### config.mk
export PLATFORM = sky130hd
export DESIGN_NAME = adcrc_top
export DESIGN_NICKNAME = d
export VERILOG_FILES = /design/src/inc/adcrc_pkg.sv /design/src/inc/adcrc_seq_if.sv /design/src/adcrc_seq.sv /design/src/adcrc_top.sv
export SDC_FILE = /design/constraint.sdc
export NUM_CORES = 1
export LEC_CHECK = 0
export ABC_AREA = 1
export BUFFER_PORTS_ARGS = -buffer_cell sky130_fd_sc_hd__buf_2
export CAP_MARGIN = 20
export CORE_ASPECT_RATIO = 0.5
export CORE_MARGIN = 8
export CORE_UTILIZATION = 40
export DETAILED_ROUTE_END_ITERATION = 7
export GPL_TIMING_DRIVEN = 0
export PLACE_DENSITY_LB_ADDON = 0.12
export SLEW_MARGIN = 20
export SYNTH_ARGS = -nofsm -noshare
export SYNTH_HDL_FRONTEND = slang
export SYNTH_HIERARCHICAL = 1
export SYNTH_SLANG_ARGS = --single-unit
### constraint.sdc
create_clock -name clk_sys -period 3 [get_ports clk_sys]
set_input_delay 0.15 -clock clk_sys [delete_from_list [all_inputs] [get_ports clk_sys]]
set_output_delay 0.15 -clock clk_sys [all_outputs]
set_load 0.02 [all_outputs]
### src/inc/adcrc_pkg.sv
package adcrc_pkg;

    // Register indices; the bus byte address of each is four times its index.
    localparam int          ADDR_W        = 18;
    localparam logic [15:0] IDX_CTRL      = 16'h7f20;
    localparam logic [15:0] IDX_MODE      = 16'h7f21;
    localparam logic [15:0] IDX_LOW       = 16'h7f22;
    localparam logic [15:0] IDX_HIGH      = 16'h7f23;

    // Reset values.
    localparam logic [7:0]  CTRL_RESET    = 8'h00;
    localparam logic [7:0]  MODE_RESET    = 8'h00;
    localparam logic [7:0]  LOW_RESET     = 8'h00;
    localparam logic [7:0]  HIGH_RESET    = 8'h00;

    // Control register fields.
    localparam int          CTRL_CHAN_LSB  = 4;
    localparam int          CTRL_CMP_BIT   = 3;
    localparam int          CTRL_START_BIT = 2;
    localparam int          CTRL_DONE_BIT  = 1;
    localparam int          CTRL_IE_BIT    = 0;

    // Mode register fields.
    localparam int          MODE_RESOLUTION_SELECT_BIT = 6;
    localparam int          MODE_ADJ_BIT   = 2;
    localparam int          MODE_DIV_LSB   = 0;

    // Low result register fields.
    localparam int          LOW_NIB_LSB    = 4;
    localparam int          LOW_CMP_BIT    = 7;
    localparam int          LOW_DIVU_BIT   = 0;

    // Front end and timing.
    localparam int          CHANNELS       = 16;
    localparam int          RESULT_W       = 12;
    localparam int          CNT_W          = 16;
    localparam int          CONV12_STEPS   = 52;
    localparam int          CONV8_STEPS    = 32;
    localparam int          CMP_STEPS      = 28;
    localparam int          TAIL_CYCLES    = 2;

    typedef enum logic [2:0] {
        SEQ_IDLE = 3'b001,
        SEQ_STEP = 3'b010,
        SEQ_TAIL = 3'b100
    } adcrc_seq_state_type;

endpackage

### src/inc/adcrc_seq_if.sv
`timescale 1ns/1ps
interface adcrc_seq_if;
    logic                          start;
    logic                          abort;
    logic [2:0]                    div_sel;
    logic [adcrc_pkg::CNT_W-1:0]   steps;
    logic [2:0]                    tail;
    logic                          busy;
    logic                          done;

    modport ctrl (output start, abort, div_sel, steps, tail, input busy, done);
    modport seq  (input start, abort, div_sel, steps, tail, output busy, done);
endinterface

### src/adcrc_seq.sv
`timescale 1ns/1ps
module adcrc_seq (
    // Clock and reset
    input  wire logic     clk_sys,
    input  wire logic     resetn,
    // Sequencer control
    adcrc_seq_if.seq      sq
);
    import adcrc_pkg::*;

    adcrc_seq_state_type  state_q;
    logic [CNT_W-1:0]     step_q;
    logic [2:0]           tail_q;
    logic [7:0]           div_cnt_q;
    logic [7:0]           ratio_m1;
    logic                 tick;

    // The conversion clock is a one-cycle enable every ratio cycles.
    assign ratio_m1 = (8'h01 << sq.div_sel) - 8'h01;
    assign tick     = (div_cnt_q == ratio_m1);
    assign sq.busy  = (state_q != SEQ_IDLE);
    assign sq.done  = (state_q == SEQ_TAIL) && (tail_q == 3'h1);

    always_ff @(posedge clk_sys or negedge resetn) begin
        if (!resetn) begin
            state_q   <= SEQ_IDLE;
            step_q    <= '0;
            tail_q    <= 3'h0;
            div_cnt_q <= 8'h00;
        end else if (sq.abort) begin
            state_q   <= SEQ_IDLE;
        end else begin
            unique case (state_q)
                SEQ_IDLE: begin
                    if (sq.start) begin
                        state_q   <= SEQ_STEP;
                        step_q    <= sq.steps;
                        tail_q    <= sq.tail;
                        div_cnt_q <= 8'h00;
                    end
                end
                SEQ_STEP: begin
                    if (tick) begin
                        div_cnt_q <= 8'h00;
                        if (step_q == CNT_W'(1)) begin
                            state_q <= SEQ_TAIL;
                        end else begin
                            step_q <= step_q - CNT_W'(1);
                        end
                    end else begin
                        div_cnt_q <= div_cnt_q + 8'h01;
                    end
                end
                SEQ_TAIL: begin
                    if (tail_q == 3'h1) begin
                        state_q <= SEQ_IDLE;
                    end else begin
                        tail_q <= tail_q - 3'h1;
                    end
                end
                default: begin
                    state_q <= SEQ_IDLE;
                end
            endcase
        end
    end
endmodule

### src/adcrc_top.sv
// Implementation choice: the APB slave port.
`timescale 1ns/1ps
// Function
// 12-bit mode: low nibble into low bits 7:4.
// Compare mode: outcome into low bit 7.
// Result registers are plain storage when idle.
// Software writes zero to low bits 3:1.
// Low bit 0 is divider select upper bit.
// High register gets upper or full result.
// Software reads results only after completion.
// Divider code 101 selects divide by 32.
// Channel code 0001 routes input one.
// Compare needs compare, offset set, resolution clear; the code selects a comparison on the compare bit alone.
// Comparison takes 28 times ratio plus two.
// Software loads reference into high before compare.
// Outcome 1 when reference below input level.
// Writing start zero while running aborts.
// Software stops before any low-power mode.
// Reset clears start and stops converter.
// Completion sets done, clears start together.
// Done with enable raises interrupt request.
// Software polls done, then clears it.
// Writing start one begins the operation.
// Software clears resolution bit for 12-bit.
// Divider codes map to ratios 1 to 128.
// Conversion takes 52 or 32 times ratio plus two.
// 8-bit mode leaves low register unchanged.
// First 12-bit conversion after reset/switch takes double.
// Channel n routes input level n.
// Write zero clears done; completion wins.
module adcrc_top #(
    parameter int STEPS12  = adcrc_pkg::CONV12_STEPS,
    parameter int STEPS8   = adcrc_pkg::CONV8_STEPS,
    parameter int STEPSCMP = adcrc_pkg::CMP_STEPS
) (
    // Clock and reset
    input  wire logic                          clk_sys,
    input  wire logic                          resetn,
    // APB slave
    input  wire logic                          psel,
    input  wire logic                          penable,
    input  wire logic                          pwrite,
    input  wire logic [adcrc_pkg::ADDR_W-1:0]  paddr,
    input  wire logic [31:0]                   pwdata,
    output logic      [31:0]                   prdata,
    output logic                               pready,
    output logic                               pslverr,
    // Analog front end
    input  wire logic [adcrc_pkg::CHANNELS*adcrc_pkg::RESULT_W-1:0] analog_input_level,
    output logic      [3:0]                    channel_select,
    output logic                               conv_active,
    output logic                               offset_comp_enable,
    // Interrupt request
    output logic                               done_irq
);
    import adcrc_pkg::*;

    adcrc_seq_if          sq ();

    logic [3:0]           chan_q;
    logic                 cmp_q;
    logic                 start_q;
    logic                 done_q;
    logic                 ie_q;
    logic                 resolution_select_q;
    logic                 adj_q;
    logic [1:0]           div_lo_q;
    logic [3:0]           nib_q;
    logic                 div_hi_q;
    logic [7:0]           high_q;
    logic                 first12_q;
    logic                 run_cmp_q;
    logic                 run_resolution_select_q;
    logic                 pready_q;
    logic                 pslverr_q;
    logic [31:0]          prdata_q;
    logic                 irq_q;
    logic [15:0]          idx;
    logic                 hit;
    logic                 setup;
    logic                 wr_en;
    logic                 ctrl_wr;
    logic                 mode_wr;
    logic                 low_wr;
    logic                 high_wr;
    logic                 launch;
    logic                 dbl;
    logic [7:0]           rd_byte;
    logic [RESULT_W-1:0]  lvl_sel;
    logic [CNT_W-1:0]     steps_d;
    logic [2:0]           tail_d;
    logic [31:0]          len_q;
    logic [31:0]          exp_q;

    // Bus decode; a write takes effect at the edge that completes the access phase.
    assign idx     = paddr[ADDR_W-1:2];
    assign hit     = (paddr[1:0] == 2'b00) &&
                     (idx == IDX_CTRL || idx == IDX_MODE || idx == IDX_LOW || idx == IDX_HIGH);
    assign setup   = psel && !penable;
    assign wr_en   = psel && penable && pready_q && pwrite && hit;
    assign ctrl_wr = wr_en && (idx == IDX_CTRL);
    assign mode_wr = wr_en && (idx == IDX_MODE);
    assign low_wr  = wr_en && (idx == IDX_LOW);
    assign high_wr = wr_en && (idx == IDX_HIGH);

    // The front end model presents a digital level per channel.
    assign lvl_sel = analog_input_level[chan_q*RESULT_W +: RESULT_W];

    // A start write to a running converter neither restarts nor aborts it.
    assign launch     = ctrl_wr && pwdata[CTRL_START_BIT] && !sq.busy;
    assign dbl        = !pwdata[CTRL_CMP_BIT] && !resolution_select_q && first12_q;
    assign sq.start   = launch;
    assign sq.abort   = ctrl_wr && !pwdata[CTRL_START_BIT] && sq.busy && !sq.done;
    assign sq.div_sel = {div_hi_q, div_lo_q};
    assign sq.steps   = steps_d;
    assign sq.tail    = tail_d;

    // Step count is in conversion clock ticks; the tail is in system cycles.
    always_comb begin
        if (pwdata[CTRL_CMP_BIT]) begin
            steps_d = CNT_W'(STEPSCMP);
        end else if (resolution_select_q) begin
            steps_d = CNT_W'(STEPS8);
        end else if (first12_q) begin
            steps_d = CNT_W'(STEPS12 * 2);
        end else begin
            steps_d = CNT_W'(STEPS12);
        end
        tail_d = dbl ? 3'(TAIL_CYCLES * 2) : 3'(TAIL_CYCLES);
    end

    always_comb begin
        if (idx == IDX_CTRL) begin
            rd_byte = {chan_q, cmp_q, start_q, done_q, ie_q};
        end else if (idx == IDX_MODE) begin
            rd_byte = {1'b0, resolution_select_q, 3'b000, adj_q, div_lo_q};
        end else if (idx == IDX_LOW) begin
            rd_byte = {nib_q, 3'b000, div_hi_q};
        end else if (idx == IDX_HIGH) begin
            rd_byte = high_q;
        end else begin
            rd_byte = 8'h00;
        end
    end

    // Answering in the setup cycle gives zero wait states on every access.
    always_ff @(posedge clk_sys or negedge resetn) begin
        if (!resetn) begin
            pready_q  <= 1'b0;
            pslverr_q <= 1'b0;
            prdata_q  <= 32'h0000_0000;
        end else begin
            pready_q  <= setup;
            pslverr_q <= setup && !hit;
            if (setup) begin
                prdata_q <= (hit && !pwrite) ? {24'h00_0000, rd_byte} : 32'h0000_0000;
            end
        end
    end

    always_ff @(posedge clk_sys or negedge resetn) begin
        if (!resetn) begin
            chan_q <= CTRL_RESET[CTRL_CHAN_LSB +: 4];
            cmp_q  <= CTRL_RESET[CTRL_CMP_BIT];
            ie_q   <= CTRL_RESET[CTRL_IE_BIT];
        end else if (ctrl_wr) begin
            chan_q <= pwdata[CTRL_CHAN_LSB +: 4];
            cmp_q  <= pwdata[CTRL_CMP_BIT];
            ie_q   <= pwdata[CTRL_IE_BIT];
        end
    end

    // Reset stops a running conversion by clearing start and the sequencer.
    always_ff @(posedge clk_sys or negedge resetn) begin
        if (!resetn) begin
            start_q <= CTRL_RESET[CTRL_START_BIT];
        end else if (sq.done) begin
            start_q <= 1'b0;
        end else if (ctrl_wr) begin
            start_q <= pwdata[CTRL_START_BIT];
        end
    end

    always_ff @(posedge clk_sys or negedge resetn) begin
        if (!resetn) begin
            done_q <= CTRL_RESET[CTRL_DONE_BIT];
        end else if (sq.done) begin
            done_q <= 1'b1;
        end else if (ctrl_wr && !pwdata[CTRL_DONE_BIT]) begin
            done_q <= 1'b0;
        end
    end

    always_ff @(posedge clk_sys or negedge resetn) begin
        if (!resetn) begin
            resolution_select_q  <= MODE_RESET[MODE_RESOLUTION_SELECT_BIT];
            adj_q    <= MODE_RESET[MODE_ADJ_BIT];
            div_lo_q <= MODE_RESET[MODE_DIV_LSB +: 2];
        end else if (mode_wr) begin
            resolution_select_q  <= pwdata[MODE_RESOLUTION_SELECT_BIT];
            adj_q    <= pwdata[MODE_ADJ_BIT];
            div_lo_q <= pwdata[MODE_DIV_LSB +: 2];
        end
    end

    // Mode is frozen at launch so a stray write cannot change where results land.
    always_ff @(posedge clk_sys or negedge resetn) begin
        if (!resetn) begin
            run_cmp_q   <= 1'b0;
            run_resolution_select_q <= 1'b0;
        end else if (launch) begin
            run_cmp_q   <= pwdata[CTRL_CMP_BIT];
            run_resolution_select_q <= resolution_select_q;
        end
    end

    // A double-length conversion is owed after reset and after any 8-bit period.
    always_ff @(posedge clk_sys or negedge resetn) begin
        if (!resetn) begin
            first12_q <= 1'b1;
        end else if (resolution_select_q) begin
            first12_q <= 1'b1;
        end else if (sq.done && !run_cmp_q && !run_resolution_select_q) begin
            first12_q <= 1'b0;
        end
    end

    always_ff @(posedge clk_sys or negedge resetn) begin
        if (!resetn) begin
            div_hi_q <= LOW_RESET[LOW_DIVU_BIT];
        end else if (low_wr) begin
            div_hi_q <= pwdata[LOW_DIVU_BIT];
        end
    end

    // Completion wins over a software write landing in the same cycle.
    always_ff @(posedge clk_sys or negedge resetn) begin
        if (!resetn) begin
            nib_q <= LOW_RESET[LOW_NIB_LSB +: 4];
        end else if (sq.done && run_cmp_q) begin
            nib_q[LOW_CMP_BIT-LOW_NIB_LSB] <= (high_q < lvl_sel[RESULT_W-1 -: 8]);
        end else if (sq.done && !run_resolution_select_q) begin
            nib_q <= lvl_sel[3:0];
        end else if (low_wr && !(sq.done && run_resolution_select_q)) begin
            nib_q <= pwdata[LOW_NIB_LSB +: 4];
        end
    end

    always_ff @(posedge clk_sys or negedge resetn) begin
        if (!resetn) begin
            high_q <= HIGH_RESET;
        end else if (sq.done && !run_cmp_q) begin
            high_q <= lvl_sel[RESULT_W-1 -: 8];
        end else if (high_wr) begin
            high_q <= pwdata[7:0];
        end
    end

    always_ff @(posedge clk_sys or negedge resetn) begin
        if (!resetn) begin
            irq_q <= 1'b0;
        end else begin
            irq_q <= done_q && ie_q;
        end
    end

    adcrc_seq u_seq (
        .clk_sys (clk_sys),
        .resetn  (resetn),
        .sq      (sq)
    );

    assign prdata             = prdata_q;
    assign pready             = pready_q;
    assign pslverr            = pslverr_q;
    assign channel_select     = chan_q;
    assign conv_active        = start_q;
    assign offset_comp_enable = adj_q;
    assign done_irq           = irq_q;

    // Helper counters that let the length of each operation be checked.
    always_ff @(posedge clk_sys or negedge resetn) begin
        if (!resetn) begin
            len_q <= 32'h0000_0000;
            exp_q <= 32'h0000_0000;
        end else if (launch) begin
            len_q <= 32'h0000_0000;
            exp_q <= 32'(steps_d) * (32'h0000_0001 << sq.div_sel) + 32'(tail_d);
        end else if (sq.busy) begin
            len_q <= len_q + 32'h0000_0001;
        end
    end
endmodule

# Yosys cells after proc, flatten, opt, wreduce, memory -nomap -nowiden
# Cells that the tools add are included.
# classes
magnitude_cmp,1
n_mux,36
div,0
bitwise_logic,2
eq_ne,19
shift,2
addsub,4
multipliers,1
reduce_logical,57
# ops
cell,n
192-bit by 9-bit indexed part select with 12-bit output,1
16-bit two-way mux,5
8-bit two-way mux,9
16-bit by 15-bit equality test with 1-bit output (second input constant),4
16-bit case mux with 2 select lines,1
1-bit logical AND,28
3-bit two-way mux,8
16-bit by 1-bit equality test with 1-bit output (second input constant),1
8-bit case mux with 2 select lines,1
16-bit by 1-bit subtractor with 16-bit output (second input constant),1
2-bit nonzero test,7
1-bit logical NOT,12
3-bit case mux with 3 select lines,1
8-bit by 1-bit adder with 8-bit output (second input constant),1
8-bit equality test,1
8-bit less-than comparator,1
4-bit two-way mux,2
4-bit AND reduction,2
1-bit by 3-bit << shifter with 8-bit output (first input constant),1
8-bit by 1-bit subtractor with 8-bit output (second input constant),1
1-bit two-way mux,7
7-bit two-way mux,1
3-bit by 1-bit equality test with 1-bit output (second input constant),2
4-bit by 2-bit multiplier with 6-bit output (second input constant),1
other kinds (16),23
# word_totals
output_inout_bits,41
mem_bits_rw,0
n_memories,0
regBits,93
latchBits,0
romBits,0

# Depth between registers and ports, before layout
# depth
ltp_word,12
ltp_mapped,20
depth_no_buf,19

# Cells and area by module
# The synthesis kept the hierarchy.
# modules_own_cells
module,area_per_inst_um2,cells_per_inst,seq_area_each_um2,instances
adcrc_top,4206.5,681,977.2,1
adcrc_seq,2227.1,327,752.0,1

# Worst setup path before layout
# OpenSTA, ideal clock, no wires.
# synth_timing
path_kind,register to register
from,"register chan_q[0], in the netlist channel_select[0]"
to,register nib_q[3]
path_buffers,3
arrival_time_ps,2276
path_stages_with_launch,16
setup_slack_ps,659
cell_sequence,dfrtp_1 buf_2 inv_2 buf_6 buf_2 nor2_1 o221ai_1 o211ai_1 nand2_1 inv_1 ha_1 a21oi_1 nor2_1 a2111oi_0 nand2_1 nand2_1
# synth_between
elab_chain_cells,4
word_cells_on_any_way,5
cone_classes,mul (1); order compare (1); shift (1); mux (2)
# synth_lines
element,line,rtl
"start, declared",adcrc_top.sv:60,logic [3:0] chan_q;
"start signal, assigned",adcrc_top.sv:163,chan_q <= CTRL_RESET[CTRL_CHAN_LSB +: 4];
"start signal, assigned",adcrc_top.sv:167,chan_q <= pwdata[CTRL_CHAN_LSB +: 4];
4-bit by 2-bit multiplier with 6-bit output *,adcrc_top.sv:107,assign lvl_sel = analog_input_level[chan_q*RESULT_W +: RESULT_W];
192-bit by 9-bit indexed part select with 12-bit output *,adcrc_top.sv:107,
8-bit less-than comparator / 4-bit two-way mux (equally long branches),"adcrc_top.sv:241, adcrc_top.sv:242",
1-bit two-way mux *,adcrc_top.sv:240,end else if (sq.done && run_cmp_q) begin
"end signal, assigned",adcrc_top.sv:239,nib_q <= LOW_RESET[LOW_NIB_LSB +: 4];
"end signal, assigned by index",adcrc_top.sv:241,nib_q[LOW_CMP_BIT-LOW_NIB_LSB] <= (high_q < lvl_sel[RESULT_W-1 -: 8]);
"end signal, assigned",adcrc_top.sv:243,nib_q <= lvl_sel[3:0];
"end, declared",adcrc_top.sv:68,logic [3:0] nib_q;
# Every way passes the cells marked *; elsewhere a longest branch is shown, timed or not.
# A chain may end at the register's enable or synchronous reset.

# Worst setup path in the final report
# Same ends and word-level chain as after synthesis.

==> run metrics <==
crit path cell chain=buf_2, inv_2, buf_6, buf_2, nor2_1, o221ai_1, o211ai_1, nand2_1, inv_1, ha_1, a21oi_1, nor2_1, a2111oi_2, nand2_1, nand2_1; Static Leakage=4.48 nW; clock slew at reported path FFs=0.06 ns; DRT Pass-1 Iters=5; worst vdd ir=262 uV; Clock Sinks=69; CP most frequent cell=nand2_1; CTS Buf Count=9; Data arrival, critical path=3.01 ns; crit path capture type=flip-flop; fill count=1,565; Clk Latency, worst-skew pair=0.33 ns; min-delay worst type=in2reg; clk buf depth=2; synthesized area=0.00643 mm2; largest cells by area after synthesis=dfrtp_1, nand2_1, o21ai_0; clock power share=45.5%; count of standard-cell rows=32; combinational fraction of design power=14.6%; period utilization=91.0%; outcome=complete, no violations; Post-synth EDFFs=0; Final Routed Wirelength=25,200 um; Via Count=7,817; cell area power density=280 mW/mm2; port buffer count=239; DIE WIDTH=195 um; P_sw=0.000571 W; Die Area=0.0206 mm2; Final TNS setup=0 ns; #FFs+latches synth=69; CP bufs+invs=5; Synth area leader=dfrtp_1; CP required=3.27 ns; Async S/R FF share, synth=100%; CTS H-tree lvls=3; Finish-stage setup viols=0; Slew headroom=54.2%; Post-route DRC=0; top_reg_cell synth=dfrtp_1; Crit-path slowest cell=dfrtp_1; total gr overflow=0; diode count=0; DIE HEIGHT=106 um; Initial Utilization=41.3%; post-synthesis cell count=1,008; CP peak stage delay=0.37 ns; Post-CTS Setup Bufs=0; Crit Path Max Fanout=10; layout cells sized above 1=27.7%; Avg WL per Cell=16.7 um; Final Core Density=53.6%; area of the multi-input gates=0.00401 mm2; max cap viols=0; sw frac=24.4%; Worst Skew=0.00591 ns; pins over their slew limit=0; sequential share of the synthesized area=26.9%; number of DRC markers in iteration 0=610; Layout area overhead=29.8%; worst-margin pin slew=0.687 ns; Detailed Place HPWL=20,600 um; f_max=366 MHz; GRT Total Usage=24.0%; Yosys Warn Count=6; post-synthesis area per instance=6.38 um2; commonest non-fill, non-tap cells in the layout=buf_2, nand2_1, nor2_1; initial antenna violation count=0; IO Pins=288; Final ANT Viol Nets=0; first-pass GRT wire length=40,800 um; fin crit period=2.73 ns; Netlist cell types=50; final hold slack=0.0367 ns; flip-flop and latch area=0.00173 mm2; CTS tree=built; Via density=5.20; sequential power share=39.9%; Root Driver=clkbuf_16; final hold vios=0; Worst Setup Start Kind=flip-flop; core area=0.0156 mm2; DP Worst Slack=0.134 ns; Yosys top cell area share=26.1%; largest net degree at the start of global routing=40; most common cell after layout, fill and taps aside=buf_2; vias in the first global route=7,963; internal power=0.00177 W; unrepaired setup endpoints after global routing=false; Final nets=1,554; crit path kind=reg2reg; CP delay by family, top=buffers and inverters; RD Place Congestion=0.952; final worst slack=0.269 ns
worst paths after layout:
path                                               start                              to  slack (ns)  cells after the start
min                                              penable                pready$_DFF_PN0_        0.04                      2
min reg2reg                         nib_q[0]$_DFFE_PN0P_            nib_q[0]$_DFFE_PN0P_        0.48                      2
min in group asynchronous                         resetn  u_seq/div_cnt_q[2]$_DFFE_PN0P_        0.31                      2
max                        channel_select[0]$_DFFE_PN0P_            nib_q[3]$_DFFE_PN0P_        0.27                     15
max in group asynchronous                         resetn    u_seq/state_q[0]$_DFFE_PN1P_        2.09                      3
max reg2reg                channel_select[0]$_DFFE_PN0P_            nib_q[3]$_DFFE_PN0P_        0.27                     15
kinds of logic (layout without fill, tap and decap cells):
| logic type | Yosys count | in the layout | synth area share, % |
|---|---|---|---|
| flip-flops | 69 | 69 | 26.9 |
| buffers and inverters | 176 | 433 | 12.9 |
| AO/OA/AOI/OAI | 238 | 238 | 22.0 |
| XOR/XNOR | 12 | 12 | 1.63 |
| adder cells (fa/ha/maj) | 12 | 12 | 2.33 |
| other | 1 | 36 | 0.0583 |
| AND/OR/NAND/NOR | 494 | 494 | 33.3 |
| multiplexers | 6 | 6 | 0.934 |
layout make-up:
cell class	count	share of cell area, %
Buffer	70	5.08
Sequential cell	69	20.7
Clock inverter	4	0.569
Tap cell	204	3.06
Inverter	106	4.85
Timing Repair Buffer	241	14.7
Clock buffer	12	2.95
Multi-Input combinational cell	798	48.1
metrics by stage:
step                cell area [um2]  cells  power [W]
finish                         8350   1504    0.00234
global route                   8350   1504    0.00244
CTS                            8340   1504    0.00236
detailed placement             8040   1487    0.00128
global placement               8020   1486    0.00128
floorplan                      6570   1043    0.00109
cells in the mapped netlist, types with 2 or more instances:
library cell  number
a21oi_1           16
inv_1             90
clkinv_1           2
xnor2_1            3
nor2_4             3
ha_1              12
clkbuf_1          18
nand3_4            2
nand3_2            3
mux2i_1            6
nand2_2            7
o21ai_1           19
buf_4             26
nor3_1            10
o21ai_2            8
dfrtp_1           67
inv_4              3
nand2_1          214
buf_2             19
nand4_1           10
o21ai_0          126
buf_6              5
o211ai_1          21
nand3_1           67
a21o_1             2
a221oi_1           3
o22ai_1           11
nor2_2             7
a31oi_1            3
xor2_1             9
dfstp_2            2
nand2_4            3
inv_2             11
nor2_1           160
o221ai_1          25
power by group through the flow:
stage	combinational (W)	clock, W	sequential (W)
floorplan	0.000138	0	0.000952
global placement	0.000330	0	0.000950
detailed placement	0.000335	0	0.000949
CTS	0.000337	0.00109	0.000933
global route	0.000378	0.00112	0.000933
finish	0.000341	0.00106	0.000933
repair_timing:
item / CTS / global route
endpoints found under the setup margin: 0 / 1
gates resized for setup: 0 / 4
hold endpoints to repair: 30 / 0
hold buffers: 1 / 0
state kept, by name (all words and copies together), names as in the netlist, 2 cells and up:
name / cells
channel_select: 4
div_lo_q: 2
high_q: 8
nib_q: 4
prdata: 8
u_seq/div_cnt_q: 8
u_seq/state_q: 3
u_seq/step_q: 16
u_seq/tail_q: 3
metal layers:
layer,up-vias,track usage (%),wire [um]
li1,3875,-,-
met1,3642,29.4,10700
met2,271,42.8,12400
met3,29,5.20,1730
met4,0,5.54,323
met5,-,0,0
No activity file was read; power rests on OpenSTA's default activity.
